## src/rtl/hbsd_pkg.sv

```systemverilog
/*
 Constants for the H-bridge state decoder: fault codes, drive states,
 loss-of-toggle timing.
 Assumes a 50 MHz system clock.
*/
package hbsd_pkg;
   // Fault code values {bit1,bit0}
   localparam logic [1:0] CODE_ILLEGAL  = 2'h0;
   localparam logic [1:0] CODE_SHORT    = 2'h1;
   localparam logic [1:0] CODE_OVERTEMP = 2'h2;
   localparam logic [1:0] CODE_LOWVOLT  = 2'h3;
   localparam logic [1:0] CODE_WARN     = 2'h2;
   localparam logic [1:0] CODE_NORMAL   = 2'h3;
   // Clock and loss-of-toggle window
   localparam int CLK_HZ          = 50000000;
   localparam int TOGGLE_LOSS_US  = 50;
   localparam int TOGGLE_LOSS_CYC = (TOGGLE_LOSS_US * (CLK_HZ / 1000000));
   localparam int TOGGLE_CNT_W    = 12;
   // Reset values
   localparam logic       SHORT_LATCH_RST = 1'b0;
   localparam logic [1:0] STATE_RST       = 2'h0;
   // Output state selection
   typedef enum logic [1:0] {
      HBSD_PWRDN  = 2'h0,
      HBSD_MUTE   = 2'h1,
      HBSD_RUN    = 2'h3,
      HBSD_FAULT  = 2'h2
   } hbsd_mode_t;
endpackage

```

## src/rtl/hbsd_top.sv

```systemverilog
/*
 H-bridge state decoder: two complementary PWM pairs to two bridge drives,
 with power-down, reset/mute, fault detection and open-drain status flags.
 Assumes PWM and analog fault inputs are synchronous to clk.
*/
`timescale 1ns/100ps
module hbsd_top (
   input  wire logic clk,
   input  wire logic rst_n,
   input  wire logic power_down_n,
   input  wire logic reset_in_n,
   input  wire logic side_a_pos_in,
   input  wire logic side_a_neg_in,
   input  wire logic side_b_pos_in,
   input  wire logic side_b_neg_in,
   input  wire logic over_current,
   input  wire logic over_temp,
   input  wire logic low_voltage,
   input  wire logic temp_warning,
   output logic      bridge_a_drive,
   output logic      bridge_a_drive_oe,
   output logic      bridge_b_drive,
   output logic      bridge_b_drive_oe,
   output logic      shutdown_n_out,
   output logic      shutdown_n_oe,
   output logic      fault_code_bit0,
   output logic      fault_code_bit0_oe,
   output logic      fault_code_bit1,
   output logic      fault_code_bit1_oe
);

   ////////////////////////////////////////////////////////////////////////
   // Pair decoding
   ////////////////////////////////////////////////////////////////////////
   // Equal levels on a complementary pair are never a valid command
   function automatic logic pair_illegal(input logic p, input logic n);
      return (p == n);
   endfunction

   // Idle counter step: restart on an edge or outside run, stop at the limit
   function automatic logic [hbsd_pkg::TOGGLE_CNT_W-1:0] idle_step(
      input logic                              restart,
      input logic                              at_limit,
      input logic [hbsd_pkg::TOGGLE_CNT_W-1:0] count
   );
      if (restart)
         return '0;
      if (at_limit)
         return count;
      return count + 1'b1;
   endfunction

   logic                                  prev_a_pos;
   logic                                  prev_b_pos;
   logic [hbsd_pkg::TOGGLE_CNT_W-1:0]     idle_a;
   logic [hbsd_pkg::TOGGLE_CNT_W-1:0]     idle_b;
   logic [hbsd_pkg::TOGGLE_CNT_W-1:0]     next_idle_a;
   logic [hbsd_pkg::TOGGLE_CNT_W-1:0]     next_idle_b;
   logic                                  short_latch;
   logic                                  short_hold;
   logic                                  short_now;
   logic                                  edge_a;
   logic                                  edge_b;
   logic                                  stall_a;
   logic                                  stall_b;
   logic                                  illegal_a;
   logic                                  illegal_b;
   logic                                  illegal;
   logic                                  sensed;
   logic                                  fault;
   logic [1:0]                            fault_code;
   logic                                  run;
   hbsd_pkg::hbsd_mode_t                  mode;

   localparam logic [hbsd_pkg::TOGGLE_CNT_W-1:0] IDLE_MAX =
      hbsd_pkg::TOGGLE_CNT_W'(hbsd_pkg::TOGGLE_LOSS_CYC);

   // Toggle watch per side
   assign edge_a      = side_a_pos_in != prev_a_pos;
   assign edge_b      = side_b_pos_in != prev_b_pos;
   assign stall_a     = idle_a == IDLE_MAX;
   assign stall_b     = idle_b == IDLE_MAX;
   assign next_idle_a = idle_step(edge_a | !run, stall_a, idle_a);
   assign next_idle_b = idle_step(edge_b | !run, stall_b, idle_b);

   // Same decode per side, either side can raise the illegal state
   assign run       = power_down_n & reset_in_n;
   assign illegal_a = pair_illegal(side_a_pos_in, side_a_neg_in) | stall_a;
   assign illegal_b = pair_illegal(side_b_pos_in, side_b_neg_in) | stall_b;
   assign illegal   = illegal_a | illegal_b;

   // Reset low masks the latch at once, so mute never shows a stale short
   assign short_hold = short_latch & reset_in_n;
   assign short_now  = short_hold | (run & over_current);

   // Self-clearing faults, only meaningful while running
   assign sensed = over_temp | low_voltage | illegal;
   assign fault  = short_now | (run & sensed);

   // Fault code priority: short, low voltage, over-temp, illegal
   assign fault_code = short_now   ? hbsd_pkg::CODE_SHORT    :
                       low_voltage ? hbsd_pkg::CODE_LOWVOLT  :
                       over_temp   ? hbsd_pkg::CODE_OVERTEMP :
                                     hbsd_pkg::CODE_ILLEGAL;

   // Mode selection
   assign mode = fault         ? hbsd_pkg::HBSD_FAULT :
                 !power_down_n ? hbsd_pkg::HBSD_PWRDN :
                 !reset_in_n   ? hbsd_pkg::HBSD_MUTE  :
                                 hbsd_pkg::HBSD_RUN;

   ////////////////////////////////////////////////////////////////////////
   // Toggle counters and short-circuit latch
   ////////////////////////////////////////////////////////////////////////
   // Last positive level per side, for edge detection
   always_ff @(posedge clk or negedge rst_n) begin
      if (!rst_n) begin
         prev_a_pos <= 1'b0;
         prev_b_pos <= 1'b0;
      end else begin
         prev_a_pos <= side_a_pos_in;
         prev_b_pos <= side_b_pos_in;
      end
   end

   // Idle counters, restarted whenever power_down_n or reset_in_n is low
   always_ff @(posedge clk or negedge rst_n) begin
      if (!rst_n) begin
         idle_a <= '0;
         idle_b <= '0;
      end else begin
         idle_a <= next_idle_a;
         idle_b <= next_idle_b;
      end
   end

   // Over-current latch, cleared only by reset low
   always_ff @(posedge clk or negedge rst_n) begin
      if (!rst_n) begin
         short_latch <= hbsd_pkg::SHORT_LATCH_RST;
      end else if (!reset_in_n) begin
         short_latch <= 1'b0;
      end else if (power_down_n & over_current) begin
         short_latch <= 1'b1;
      end
   end

   ////////////////////////////////////////////////////////////////////////
   // Next output values
   ////////////////////////////////////////////////////////////////////////
   logic                                  in_fault;
   logic                                  in_pwrdn;
   logic                                  in_run;
   logic                                  short_shown;
   logic                                  next_a_drive;
   logic                                  next_a_oe;
   logic                                  next_b_drive;
   logic                                  next_b_oe;
   logic                                  next_sd_oe;
   logic                                  next_c0_oe;
   logic                                  next_c1_oe;

   // Decoded view of the selected mode
   assign in_fault    = mode == hbsd_pkg::HBSD_FAULT;
   assign in_pwrdn    = mode == hbsd_pkg::HBSD_PWRDN;
   assign in_run      = mode == hbsd_pkg::HBSD_RUN;

   // Over-current floats the bridges, other faults hold them low
   assign short_shown = in_fault & (fault_code == hbsd_pkg::CODE_SHORT);

   // Bridges: floating in power-down and short, low in mute and other faults
   assign next_a_oe    = !in_pwrdn & !short_shown;
   assign next_b_oe    = !in_pwrdn & !short_shown;
   assign next_a_drive = in_run & side_a_pos_in;
   assign next_b_drive = in_run & side_b_pos_in;

   // Status pull-downs; all released outside fault and run
   assign next_sd_oe = in_fault;
   assign next_c0_oe = in_fault ? !fault_code[0] : (in_run & temp_warning);
   assign next_c1_oe = in_fault & !fault_code[1];

   ////////////////////////////////////////////////////////////////////////
   // Registered outputs
   ////////////////////////////////////////////////////////////////////////
   // Bridge A drive and enable
   always_ff @(posedge clk or negedge rst_n) begin
      if (!rst_n) begin
         bridge_a_drive    <= 1'b0;
         bridge_a_drive_oe <= 1'b0;
      end else begin
         bridge_a_drive    <= next_a_drive;
         bridge_a_drive_oe <= next_a_oe;
      end
   end

   // Bridge B drive and enable
   always_ff @(posedge clk or negedge rst_n) begin
      if (!rst_n) begin
         bridge_b_drive    <= 1'b0;
         bridge_b_drive_oe <= 1'b0;
      end else begin
         bridge_b_drive    <= next_b_drive;
         bridge_b_drive_oe <= next_b_oe;
      end
   end

   // Shutdown pull-down
   always_ff @(posedge clk or negedge rst_n) begin
      if (!rst_n) begin
         shutdown_n_oe <= 1'b0;
      end else begin
         shutdown_n_oe <= next_sd_oe;
      end
   end

   // Fault code pull-downs
   always_ff @(posedge clk or negedge rst_n) begin
      if (!rst_n) begin
         fault_code_bit0_oe <= 1'b0;
         fault_code_bit1_oe <= 1'b0;
      end else begin
         fault_code_bit0_oe <= next_c0_oe;
         fault_code_bit1_oe <= next_c1_oe;
      end
   end

   // Open-drain values: always low, the enable decides whether the pin is pulled
   always_ff @(posedge clk or negedge rst_n) begin
      if (!rst_n) begin
         shutdown_n_out  <= 1'b0;
         fault_code_bit0 <= 1'b0;
         fault_code_bit1 <= 1'b0;
      end else begin
         shutdown_n_out  <= 1'b0;
         fault_code_bit0 <= 1'b0;
         fault_code_bit1 <= 1'b0;
      end
   end
endmodule

```

## config.mk

```make
export PLATFORM = sky130hd
export DESIGN_NAME = hbsd_top
export DESIGN_NICKNAME = d
export VERILOG_FILES = /design/src/rtl/hbsd_pkg.sv /design/src/rtl/hbsd_top.sv
export SDC_FILE = /design/constraint.sdc
export NUM_CORES = 1
export LEC_CHECK = 0
export ABC_AREA = 1
export BUFFER_PORTS_ARGS = -buffer_cell sky130_fd_sc_hd__buf_2
export CAP_MARGIN = 20
export CORE_ASPECT_RATIO = 0.8
export CORE_MARGIN = 5
export CORE_UTILIZATION = 51
export DETAILED_ROUTE_END_ITERATION = 10
export MAX_ROUTING_LAYER = met4
export PLACE_DENSITY = 0.77
export SETUP_SLACK_MARGIN = 0.5
export SYNTH_ARGS = -nofsm -noshare
export SYNTH_HDL_FRONTEND = slang
export SYNTH_SLANG_ARGS = --single-unit
```

## constraint.sdc

```tcl
create_clock -name clk -period 1.4 [get_ports clk]
set_clock_uncertainty 0.2 [all_clocks]
set_input_delay 0.21 -clock clk [delete_from_list [all_inputs] [get_ports clk]]
set_output_delay 0.21 -clock clk [all_outputs]
set_load 0.01 [all_outputs]
```

; Word level (Yosys, flattened, before mapping)
; Cells that the tools add are included.
[classes]
reduce_logical = 6
eq_ne = 12
bitwise = 20
add_sub_neg = 2
mux = 23
[ops]
columns = operator, count
row1 = 12-bit 2-to-1 mux, 8
row2 = "12-bit by 1-bit adder with 12-bit output, second input constant", 2
row3 = "12-bit equality test, second input constant", 2
row4 = 2-bit 2-to-1 mux, 6
row5 = 1-bit AND, 11
row6 = 1-bit 2-to-1 mux, 9
row7 = 1-bit OR, 9
row8 = "3-bit inequality test, second input constant", 2
row9 = 1-bit zero test, 5
row10 = "2-bit equality test, second input constant", 2
row11 = 1-bit equality test, 2
row12 = "2-bit by 1-bit equality test with 1-bit output, second input constant", 1
row13 = 2-bit zero test, 1
row14 = 1-bit inequality test, 2
row15 = "2-bit by 1-bit inequality test with 1-bit output, second input constant", 1
[word_totals]
ff_bits = 33
input_bits = 12
out_inout_bits = 10

; Depth between registers and ports, before layout
; Gate-level depths: netlist of run 1.
[logic_depth]
word_depth = 11
ltp_mapped = 9
mapped_depth_nobuf = 9

; Least setup slack after synthesis of run 1
; No wires, ideal clock.
[synth_path]
kind = register to register
startpoint = register idle_a[0] in the netlist's numbering
endpoint = register fault_code_bit0_oe
period_less_slack_ns = 1.446
required_ns = 1.082
t_arrival_ns = 1.128
setup_ns = 0.118
path_stages_with_launch = 10
path_buffers = 0
slack_ns = -0.046
path_cell_list = dfrtp_1 > inv_1 > ha_1 > nand2_1 > nor2_1 > nand3b_1 > nand3_2 > inv_2 > nand3_1 > nand2_1
[synth_via]
elab_chain_cells = 10
word_cells_on_any_way = 11
[synth_lines]
columns = element, line
row1 = "start, declared", hbsd_top.sv:55  ; logic [hbsd_pkg::TOGGLE_CNT_W-1:0] idle_a;
row2 = "start signal, assigned", hbsd_top.sv:132  ; idle_a <= next_idle_a;
row3 = 12-bit equality test (*), hbsd_top.sv:81  ; assign stall_a = idle_a == IDLE_MAX;
row4 = 1-bit OR (*), hbsd_top.sv:88  ; assign illegal_a = pair_illegal(side_a_pos_in, side_a_neg_in) | stall_a;
row5 = 1-bit OR (*), hbsd_top.sv:90  ; assign illegal = illegal_a | illegal_b;
row6 = 1-bit OR (*), hbsd_top.sv:97  ; assign sensed = over_temp | low_voltage | illegal;
row7 = 1-bit AND (*), hbsd_top.sv:98  ; assign fault = short_now | (run & sensed);
row8 = 1-bit OR (*), hbsd_top.sv:98
row9 = 2-bit 2-to-1 mux (*), hbsd_top.sv:107  ; assign mode = fault ? hbsd_pkg::HBSD_FAULT :
row10 = 2-bit equality test, hbsd_top.sv:166  ; assign in_run = mode == hbsd_pkg::HBSD_RUN;
row11 = 1-bit AND, hbsd_top.sv:179  ; assign next_c0_oe = in_fault ? !fault_code[0] : (in_run & temp_warning);
row12 = 1-bit 2-to-1 mux (*), hbsd_top.sv:179
row13 = net next_c0_oe, hbsd_top.sv:160  ; logic next_c0_oe;
row14 = "end signal, assigned", hbsd_top.sv:222  ; fault_code_bit0_oe <= next_c0_oe;
row15 = "end, declared", hbsd_top.sv:27  ; output logic fault_code_bit0_oe,
; Mark *: on every way through the listed nets, which the timed path passes. The rest lies on a longest branch.
; A chain may end at the register's enable or synchronous reset.

; Worst setup path in the final report of run 1
[layout_path]
startpoint = register idle_b[1] in the netlist's numbering
endpoint = register idle_b[10] in the netlist's numbering
[layout_via]
elab_chain_cells = 5
word_cells_on_any_way = 7
[layout_lines]
columns = element, line
row1 = "start, declared", hbsd_top.sv:56  ; logic [hbsd_pkg::TOGGLE_CNT_W-1:0] idle_b;
row2 = "start signal, assigned", hbsd_top.sv:133  ; idle_b <= next_idle_b;
row3 = branches (longest 5 deep; another with 12-bit by 1-bit adder with 12-bit output), n/a
; Several ways; the timed one is not identified. The select of a mux whose other input is x is not followed.

==> results of run 1 <==
## synthesized netlist by cell type (all sizes together)
cell | count | area share
nand2 | 42 | 0.092
inv | 36 | 0.078
dfrtp | 33 | 0.48
nor2 | 30 | 0.069
o21ai | 18 | 0.056
a21oi | 15 | 0.043
nand3 | 15 | 0.055
nor3 | 8 | 0.032
buf | 6 | 0.028
ha | 4 | 0.029
a31oi | 3 | 0.011
nand4 | 2 | 0.0072
a21o | 1 | 0.0050
and3 | 1 | 0.0043
conb | 1 | 0.0022
nand3b | 1 | 0.0043
nor4 | 1 | 0.0036
o31ai | 1 | 0.0043
## cells in the final DEF, fill, tap and decap left out, types with 4 or more instances in the layout
cell and instances:
sky130_fd_sc_hd__nor2_4 5, sky130_fd_sc_hd__a21oi_2 4, sky130_fd_sc_hd__buf_4 39, sky130_fd_sc_hd__nand2_2 7, sky130_fd_sc_hd__clkbuf_8 5, sky130_fd_sc_hd__nand3_2 6
sky130_fd_sc_hd__nand2_1 31, sky130_fd_sc_hd__nor2_1 21, sky130_fd_sc_hd__nor3_1 4, sky130_fd_sc_hd__inv_2 10, sky130_fd_sc_hd__o21ai_0 5, sky130_fd_sc_hd__nor2_2 4
sky130_fd_sc_hd__o21ai_2 8, sky130_fd_sc_hd__nand3_1 6, sky130_fd_sc_hd__buf_6 14, sky130_fd_sc_hd__inv_1 23, sky130_fd_sc_hd__o21ai_1 4, sky130_fd_sc_hd__buf_2 17
sky130_fd_sc_hd__a21oi_1 11, sky130_fd_sc_hd__dfrtp_1 30
## worst max-delay path, delay by kind of cell, from the launching register on
kind,cells,cell delay [ns]
AO/OA/AOI/OAI,1,0.20
flip-flops,1,0.44
AND/OR/NAND/NOR,5,0.65
adder cells (fa/ha/maj),1,0.25
## power breakdown
group / total [mW] / leakage [nW] / switching (mW) / internal, mW
combinational: 0.211 / 0.813 / 0.122 / 0.0885
clock: 0.718 / 0.0450 / 0.373 / 0.345
sequential: 0.980 / 0.445 / 0.0100 / 0.970
total: 1.91 / 1.30 / 0.506 / 1.40
## layout make-up
class | instances | area, um^2
inverters | 36 | 143
clock buffers | 6 | 72.6
clock inverters | 2 | 10.0
well taps | 42 | 52.6
repair buffers | 72 | 566
multi-input cells | 145 | 1010
flip-flops and latches | 33 | 830
fillers | 167 | 673
## sequential cells by signal (all words and copies together), names as in the netlist
signal and flops:
bridge_a_drive 1, bridge_b_drive 1, bridge_b_drive_oe 1, fault_code_bit0_oe 1, fault_code_bit1_oe 1, idle_a 12
idle_b 12, prev_a_pos 1, prev_b_pos 1, short_latch 1, shutdown_n_oe 1
## metrics by stage
stage	instances	hold slack, ns	setup slack [ns]	area [um^2]
3_3_place_gp	303	-0.0205	-0.106	2070
5_1_grt	336	-0.144	-0.480	2680
4_1_cts	322	-0.126	-0.169	2340
3_5_place_dp	303	-0.0208	-0.130	2070
6_report	336	-0.137	-0.436	2680
2_1_floorplan	220	-0.286	-0.0200	1760
## worst min-delay path by stage
stage	slack, ns	depth (start not counted)	startpoint	to
2_1_floorplan	-0.29	0	rst_n	bridge_a_drive$_DFF_PN0_
3_3_place_gp	-0.02	2	rst_n	idle_b[5]$_DFFE_PN0P_
3_5_place_dp	-0.02	2	rst_n	idle_b[5]$_DFFE_PN0P_
4_1_cts	-0.13	1	side_b_pos_in	prev_b_pos$_DFF_PN0_
5_1_grt	-0.14	1	side_b_pos_in	prev_b_pos$_DFF_PN0_
6_report	-0.14	1	side_b_pos_in	prev_b_pos$_DFF_PN0_
## logic make-up (layout without fill, tap and decap cells)
group           Yosys count  in the layout  share of synthesized area
compound gates           38             38                      0.120
fa+ha+maj                 4              4                     0.0288
buf+inv                  42            116                      0.106
flops                    33             33                      0.476
other cells               1              3                    0.00216
simple gates            100            100                      0.267
## routing by layer
layer / vias up / routed length [um]
li1: 846 / -
met1: 932 / 2310
met2: 140 / 2820
met3: 37 / 616
met4: 0 / 364
met5: - / 0
## timing repair
item / in CTS / in global routing
buffers inserted: 10 / 14
endpoints found under the hold margin: 37 / 4
resized for setup: 32 / 60
gates cloned: 0 / 0
pin swaps: 13 / 20
setup endpoints to repair: 38 / 38
==> results.sh, run 1 <==
export IMPL_area_growth_synth_to_final_pct=54.4
export IMPL_gr_max_usage_layer="met2"
export IMPL_maxCapViolCount=0
export IMPL_cts_root_buf="sky130_fd_sc_hd__clkbuf_8"
export IMPL_min_delay_path_class="input port to flop"
export IMPL_worstPathCellList="ha_2 -> nand3_4 -> nor3_4 -> nand2_2 -> nor2_4 -> nand2_1 -> a21oi_1"
export IMPL_reg2regPathDepth=7
export IMPL_critical_path_peak_fanout=3
export IMPL_grt_first_pass_wirelength_um=7160
export IMPL_syn_instance_count=218
export IMPL_final_layout_size_suffix_gt1_frac=0.500
export IMPL_finish_utilization=0.799
export IMPL_antenna_diode_count=0
export IMPL_core_rowCount=19
export IMPL_worstSetupEndpointType="flop"
export IMPL_die_area_um2=4680
export IMPL_core_region_area_um2=3350
export IMPL_synth_sequential_area_ratio=0.476
export IMPL_max_clock_freq_mhz=545
export IMPL_finalWeightedCongestion=0.787
export IMPL_final_setup_worst_slack_ns=-0.436
export IMPL_post_cts_hold_buffer_count=1
export IMPL_setup_violations=28
export IMPL_cts_tree="done"
export IMPL_rsz0062_at_grt="true"
export IMPL_critical_path_reg2reg_startpoint="idle_b[1]$_DFFE_PN0P_"
export IMPL_peak_per_stage_delay_on_the_critical_path_ns=0.44
export IMPL_global_route_usage_total=0.201
export IMPL_setup_worst_path_class="flop to flop"
export IMPL_timing_critical_path_to="idle_b[10]$_DFFE_PN0P_"
export IMPL_grtUsageMet1=0.251
export IMPL_synthesis_yosys_warnings=0
export IMPL_cts_htree_levels=2
export IMPL_vias_per_cell=5.82
export IMPL_port_buffers=18
export IMPL_drv_slew=0
export IMPL_cpMaxStageDelayCell="sky130_fd_sc_hd__dfrtp_1"
export IMPL_post_route_period_util=1.31
export IMPL_post_synth_num_cell_types=25
export IMPL_finalNetCount=309
export IMPL_cts_max_path_buffers=2
export IMPL_cp_start_kind="flop"
export IMPL_clk_pin_slew_ns=0.08
export IMPL_top_level_ports=22
export IMPL_wirelength_um=6110
export IMPL_drt_drc_violations_left=0
export IMPL_synth_area_um2=1740
export IMPL_run_status="complete, but fails checks"
export IMPL_power_leakage_nw=1.30
export IMPL_arrival_ns=1.84
export IMPL_crit_path_from="idle_b[1]$_DFFE_PN0P_"
export IMPL_design_power_total_mw=1.91
export IMPL_start_util=0.518
export IMPL_tritoncts_num_sinks=33
export IMPL_ys_seq_elements=33
export IMPL_hpwlAfterDp_um=2720
export IMPL_dieWidth_um=75.2
export IMPL_avgRoutedWirePerCell_um=18.2
export IMPL_period_needed_ns=1.84
export IMPL_report_final_hold_viol_count=4
export IMPL_numCtsBuffers=5
export IMPL_cellPowerDensity_nw_per_um2=713
export IMPL_grt_antenna_before_repair=0
export IMPL_tns_ns=-5.26
export IMPL_globalRoute_totalOverflow=0
export IMPL_clk_latency_ns=0.30
export IMPL_dieHeight_um=62.2
export IMPL_power_ir_vdd_worst_uv=491
export IMPL_use_met2=0.311
export IMPL_worst_ep_required_time_ns=1.41
export IMPL_hold_slack_ns=-0.137
export IMPL_synth_avg_cell_area_um2=7.96
export IMPL_final_antenna_net_count=0
export IMPL_r2r_end="idle_b[10]$_DFFE_PN0P_"
export IMPL_number_of_global_route_vias_before_repair=1637
export IMPL_grt_max_degree=34
export IMPL_timing_reg2reg_setup_slack_ns=-0.44
export IMPL_dr_pass1_iters=5
export IMPL_failing_checks="negative hold slack, negative setup slack"
export IMPL_dr_total_vias=1955
export IMPL_detail_route_iter0_violations=236
export IMPL_grt_met3_usage=0.0500
(Power assumes the default switching activity.)
==> run 2: changes to the inputs <==
--- a/config.mk
+++ b/config.mk
@@ -10,11 +10,12 @@
 export CAP_MARGIN = 20
 export CORE_ASPECT_RATIO = 0.8
 export CORE_MARGIN = 5
-export CORE_UTILIZATION = 51
+export CORE_UTILIZATION = 40
 export DETAILED_ROUTE_END_ITERATION = 10
 export MAX_ROUTING_LAYER = met4
-export PLACE_DENSITY = 0.77
+export PLACE_DENSITY = 0.64
 export SETUP_SLACK_MARGIN = 0.5
+export SKIP_LAST_GASP = 1
 export SYNTH_ARGS = -nofsm -noshare
 export SYNTH_HDL_FRONTEND = slang
 export SYNTH_SLANG_ARGS = --single-unit
==> run 2 against run 1 <==
  * Worst setup slack better by 0.23 ns
  * First-iteration DRC count down 61%
  * Via count down 18%
  * Total power up 2.7%
  * Worst hold slack better by 0.011 ns
  * Final cell count up 0.60%
  * Sequential power about the same
  * The run still ends with negative hold slack, negative setup slack left
  * Largest cell class unchanged
==> results.sh, run 2 (synthesis results as in run 1) <==
export IMPL_finalNetCount=296
export IMPL_drv_slew=0
export IMPL_detail_route_iter0_violations=91
export IMPL_tns_ns=-1.88
export IMPL_power_ir_vdd_worst_uv=390
export IMPL_final_antenna_net_count=0
export IMPL_cts_tree="done"
export IMPL_maxCapViolCount=0
export IMPL_dp_cells=319
export IMPL_layout_cells_most_common="sky130_fd_sc_hd__buf_4"
export IMPL_min_delay_path_class="input port to flop"
export IMPL_grt_max_degree=34
export IMPL_design_power_total_mw=1.96
export IMPL_final_layout_size_suffix_gt1_frac=0.459
export IMPL_report_final_hold_viol_count=4
export IMPL_worstSetupEndpointType="flop"
export IMPL_timing_reg2reg_setup_slack_ns=-0.20
export IMPL_power_switching_fraction=0.238
export IMPL_period_needed_ns=1.60
export IMPL_tritoncts_num_sinks=33
export IMPL_post_cts_hold_buffer_count=1
export IMPL_cell_internal_pwr_mw=1.49
export IMPL_hpwlAfterDp_um=2650
export IMPL_die_area_um2=5760
export IMPL_globalRoute_totalOverflow=0
export IMPL_global_route_usage_total=0.149
export IMPL_layoutNonFillerInstCount=338
export IMPL_clk_pin_slew_ns=0.07
export IMPL_core_region_area_um2=4180
export IMPL_arrival_ns=1.57
export IMPL_critical_path_peak_fanout=7
export IMPL_post_route_period_util=1.14
export IMPL_vias_per_cell=4.72
export IMPL_cpMaxStageDelayCell="sky130_fd_sc_hd__dfrtp_2"
export IMPL_avgRoutedWirePerCell_um=12.4
export IMPL_area_growth_synth_to_final_pct=44.6
export IMPL_peak_per_stage_delay_on_the_critical_path_ns=0.45
export IMPL_dieHeight_um=68.9
export IMPL_reg_top3="idle_a (12), idle_b (12)"
export IMPL_hold_slack_ns=-0.126
export IMPL_numCtsBuffers=5
export IMPL_run_status="complete, but fails checks"
export IMPL_dieWidth_um=83.6
export IMPL_cts_max_path_buffers=2
export IMPL_total_switching_power_mw=0.466
export IMPL_cts_htree_levels=2
export IMPL_seq_power_share=0.500
export IMPL_dr_pass1_iters=4
export IMPL_core_rowCount=21
export IMPL_drt_drc_violations_left=0
export IMPL_wirelength_um=4210
export IMPL_fillCellCount=354
export IMPL_finalWeightedCongestion=0.761
export IMPL_pwr_share_comb=0.095
export IMPL_setup_worst_path_class="flop to flop"
export IMPL_grt_first_pass_wirelength_um=6470
export IMPL_cts_root_buf="sky130_fd_sc_hd__clkbuf_8"
export IMPL_cellPowerDensity_nw_per_um2=781
export IMPL_clk_latency_ns=0.28
export IMPL_setup_violations=20
export IMPL_critical_path_most_common_cell="sky130_fd_sc_hd__nand3_4"
export IMPL_clkPwrFrac=0.405
export IMPL_final_setup_worst_slack_ns=-0.201
export IMPL_start_util=0.415
export IMPL_worst_ep_required_time_ns=1.37
export IMPL_cp_start_kind="flop"
export IMPL_rsz0062_at_grt="true"
export IMPL_failing_checks="negative hold slack, negative setup slack"
export IMPL_worstPathCellList="inv_2 -> ha_4 -> nand2_4 -> nor2_4 -> nand3_4 -> nand3_4 -> inv_4 -> nand3_2 -> nand2_1"
export IMPL_top_level_ports=22
export IMPL_most_common_layout_cells="sky130_fd_sc_hd__buf_4, sky130_fd_sc_hd__nand2_1, sky130_fd_sc_hd__dfrtp_1, sky130_fd_sc_hd__inv_1, sky130_fd_sc_hd__nor2_1"
export IMPL_number_of_global_route_vias_before_repair=1420
export IMPL_max_clock_freq_mhz=625
export IMPL_dr_total_vias=1596
export IMPL_antenna_diode_count=0
export IMPL_port_buffers=18
export IMPL_power_leakage_nw=1.20
export IMPL_grt_antenna_before_repair=0
-- run 2: changes by cell type in the layout (fill, tap and decap cells not counted), moves of 3 or more --
cell | before | now
sky130_fd_sc_hd__buf_4 | 39 | 35
sky130_fd_sc_hd__nor3_1 | 4 | 0
sky130_fd_sc_hd__nor3_2 | 1 | 5
sky130_fd_sc_hd__inv_1 | 23 | 26
sky130_fd_sc_hd__buf_6 | 14 | 3
-- run 2: path summary, 6_finish.rpt --
check | startpoint | endpoint | depth (start not counted)
hold reg to reg | idle_b[5]$_DFFE_PN0P_ | idle_b[5]$_DFFE_PN0P_ | 2
setup reg to reg | idle_b[1]$_DFFE_PN0P_ | fault_code_bit0_oe$_DFF_PN0_ | 9
setup / recovery | idle_b[1]$_DFFE_PN0P_ | fault_code_bit0_oe$_DFF_PN0_ | 9
min in group asynchronous | rst_n | bridge_b_drive_oe$_DFF_PN0_ | 3
hold / removal | side_b_pos_in | prev_b_pos$_DFF_PN0_ | 1
max in group asynchronous | rst_n | idle_b[1]$_DFFE_PN0P_ | 3
-- run 2: per-layer routing --
| metal | wire (um) | track usage | part of all wire |
|---|---|---|---|
| met3 | 249 | 0.0523 | 0.059 |
| met5 | 0 | - | 0 |
| met4 | 40 | 0.0582 | 0.0095 |
| met2 | 1880 | 0.234 | 0.45 |
| met1 | 2030 | 0.178 | 0.48 |
-- run 2: what timing repair did --
item                                    in CTS  in global routing
endpoints found under the hold margin       38                  4
endpoints found under the setup margin      38                 38
pin swaps                                   13                  9
cloned                                       0                  1
gates resized for setup                     32                 32
setup buffers                                5                  4
-- run 2: power by group through the flow --
| stage | clock network (mW) | logic [mW] | registers [mW] |
|---|---|---|---|
| finish | 0.794 | 0.186 | 0.980 |
| global route | 0.855 | 0.207 | 0.981 |
| floorplan | 0 | 0.0794 | 1.00 |
| CTS | 0.811 | 0.171 | 0.978 |
| detailed placement | 0 | 0.157 | 0.996 |
| global placement | 0 | 0.156 | 0.996 |
-- run 2: layout make-up --
type | count | area (um^2) | share of cell area
tap | 57 | 71.3 | 0.0284
multi-input combinational | 145 | 950 | 0.378
sequential | 33 | 828 | 0.330
inverter | 36 | 138 | 0.0548
timing repair buffer | 59 | 422 | 0.168
clock buffer | 7 | 96.3 | 0.0384
clock inverter | 1 | 5.00 | 0.00199
-- run 2: critical path: cells and delay by family (launching register included) --
family	cells	cell delay (ns)
and+or+nand+nor	6	0.54
DFF	1	0.45
buffers and inverters	2	0.15
adders and majority gates	1	0.15
-- run 2: through the flow --
stage | instance area (um^2) | hold WS [ns] | utilization | setup WS, ns
floorplan | 1760 | -0.286 | - | -0.0200
global placement | 2100 | -0.0148 | 0.503 | -0.112
detailed placement | 2100 | -0.0155 | 0.503 | -0.145
CTS | 2350 | -0.133 | 0.562 | -0.136
global route | 2510 | -0.131 | 0.601 | -0.287
finish | 2510 | -0.126 | 0.601 | -0.201
==> run 3: changes to the inputs <==
--- a/config.mk
+++ b/config.mk
@@ -15,7 +15,6 @@
 export MAX_ROUTING_LAYER = met4
 export PLACE_DENSITY = 0.64
 export SETUP_SLACK_MARGIN = 0.5
-export SKIP_LAST_GASP = 1
 export SYNTH_ARGS = -nofsm -noshare
 export SYNTH_HDL_FRONTEND = slang
 export SYNTH_SLANG_ARGS = --single-unit
==> run 3 against run 2 <==
  * The run still ends with negative hold slack, negative setup slack left
  * Clock power increased by 2%
  * Count of clock-buffer cells in the layout unchanged
  * Worst setup slack got worse by 0.010 ns
  * Die area unchanged
  * Utilization is 0.15 points higher
==> results.sh, run 3 (synthesis results as in run 1) <==
export IMPL_worstSetupEndpointType="flop"
export IMPL_tns_ns=-1.99
export IMPL_setup_violations=20
export IMPL_start_util=0.415
export IMPL_grt_first_pass_wirelength_um=6490
export IMPL_post_route_period_util=1.15
export IMPL_cpMaxStageDelayCell="sky130_fd_sc_hd__dfrtp_2"
export IMPL_avgRoutedWirePerCell_um=12.6
export IMPL_global_route_usage_total=0.149
export IMPL_area_growth_synth_to_final_pct=45.0
export IMPL_numCtsBuffers=5
export IMPL_grt_max_degree=34
export IMPL_port_buffers=18
export IMPL_dieHeight_um=68.9
export IMPL_finish_utilization=0.602
export IMPL_cp_start_kind="flop"
export IMPL_wirelength_um=4250
export IMPL_detail_route_iter0_violations=104
export IMPL_design_power_total_mw=1.97
export IMPL_run_status="complete, but fails checks"
export IMPL_min_path_cells=1
export IMPL_critical_path_most_common_cell="sky130_fd_sc_hd__nand3_4"
export IMPL_power_leakage_nw=1.20
export IMPL_cts_max_path_buffers=2
export IMPL_vias_per_cell=4.71
export IMPL_reg2regPathDepth=9
export IMPL_dr_pass1_iters=4
export IMPL_drt_drc_violations_left=0
export IMPL_layoutNonFillerInstCount=337
export IMPL_tritoncts_num_sinks=33
export IMPL_failing_checks="negative hold slack, negative setup slack"
export IMPL_finalNetCount=295
export IMPL_drv_slew=0
export IMPL_most_common_layout_cells="sky130_fd_sc_hd__buf_4, sky130_fd_sc_hd__nand2_1, sky130_fd_sc_hd__dfrtp_1, sky130_fd_sc_hd__inv_1, sky130_fd_sc_hd__nor2_1"
export IMPL_dieWidth_um=83.6
export IMPL_max_clock_freq_mhz=621
export IMPL_min_delay_path_class="input port to flop"
export IMPL_hpwlAfterDp_um=2650
export IMPL_clk_latency_ns=0.29
export IMPL_layout_cells_most_common="sky130_fd_sc_hd__buf_4"
export IMPL_peak_per_stage_delay_on_the_critical_path_ns=0.45
export IMPL_post_cts_hold_buffer_count=1
export IMPL_setup_worst_path_class="flop to flop"
export IMPL_grt_antenna_before_repair=0
export IMPL_dp_cells=319
export IMPL_core_rowCount=21
export IMPL_number_of_global_route_vias_before_repair=1421
export IMPL_top_level_ports=22
export IMPL_core_region_area_um2=4180
export IMPL_globalRoute_totalOverflow=0
export IMPL_rsz0062_at_grt="true"
export IMPL_report_final_hold_viol_count=4
export IMPL_cellPowerDensity_nw_per_um2=784
export IMPL_die_area_um2=5760
export IMPL_final_antenna_net_count=0
export IMPL_maxCapViolCount=0
export IMPL_cts_root_buf="sky130_fd_sc_hd__clkbuf_8"
export IMPL_arrival_ns=1.59
export IMPL_period_needed_ns=1.61
export IMPL_power_ir_vdd_worst_uv=390
export IMPL_critical_path_peak_fanout=7
export IMPL_fillCellCount=356
export IMPL_hold_slack_ns=-0.127
export IMPL_worstPathCellList="inv_2 -> ha_4 -> nand2_4 -> nor2_4 -> nand3_4 -> nand3_4 -> inv_4 -> nand3_2 -> nand2_1"
export IMPL_finalWeightedCongestion=0.761
export IMPL_clk_pin_slew_ns=0.07
export IMPL_cts_tree="done"
export IMPL_reg_top3="idle_a (12), idle_b (12)"
export IMPL_final_layout_size_suffix_gt1_frac=0.468
export IMPL_worst_ep_required_time_ns=1.38
export IMPL_final_setup_worst_slack_ns=-0.211
export IMPL_dr_total_vias=1588
export IMPL_cts_htree_levels=2
export IMPL_antenna_diode_count=0
run 3: area by class of cell:
type,count,area [um^2],area share
timing repair buffer,58,420,0.167
inverter,36,138,0.0547
tap,57,71.3,0.0283
sequential,33,828,0.329
clock buffer,7,96.3,0.0383
multi-input combinational,145,957,0.380
clock inverter,1,5.00,0.00199
run 3: what timing repair did:
action / CTS / global route
gates cloned: 0 / 1
endpoints found under the setup margin: 38 / 38
pin swaps: 15 / 8
gates resized for setup: 34 / 36
hold endpoints to repair: 38 / 4
setup buffers: 5 / 3
run 3: layer usage:
metal	up-vias	routed length (um)	global-route usage
met5	-	0	-
met4	0	48	0.0582
met3	5	276	0.0523
met2	37	1890	0.234
met1	731	2040	0.179
li1	815	-	-
run 3: report_power, final:
part           switching [mW]  total (mW)  internal, mW  leakage [nW]
Combinational           0.107       0.187        0.0797         0.696
Sequential            0.00913       0.979         0.970         0.446
Clock                   0.361       0.806         0.445        0.0542
Total                   0.478        1.97          1.49          1.20
run 3: path summary, 6_finish.rpt:
path / startpoint / to / slack, ns
min reg2reg: idle_b[5]$_DFFE_PN0P_ / idle_b[5]$_DFFE_PN0P_ / 0.36
max reg2reg: idle_b[1]$_DFFE_PN0P_ / fault_code_bit0_oe$_DFF_PN0_ / -0.21
min: side_b_pos_in / prev_b_pos$_DFF_PN0_ / -0.13
min in group asynchronous: rst_n / bridge_b_drive_oe$_DFF_PN0_ / 0.21
max: idle_b[1]$_DFFE_PN0P_ / fault_code_bit0_oe$_DFF_PN0_ / -0.21
max in group asynchronous: rst_n / idle_a[2]$_DFFE_PN0P_ / 0.61
run 3: worst max-delay path: cells and delay by family, from the launching register on:
kind	cells	cell delay, ns
adder cells (fa/ha/maj)	1	0.15
buffers and inverters	2	0.15
flip-flops	1	0.45
AND/OR/NAND/NOR	6	0.55
run 3: through the flow:
stage          setup slack (ns)  area, um^2
2_1_floorplan           -0.0200        1760
3_3_place_gp             -0.112        2100
3_5_place_dp             -0.145        2100
4_1_cts                  -0.136        2350
5_1_grt                  -0.287        2520
6_report                 -0.211        2520
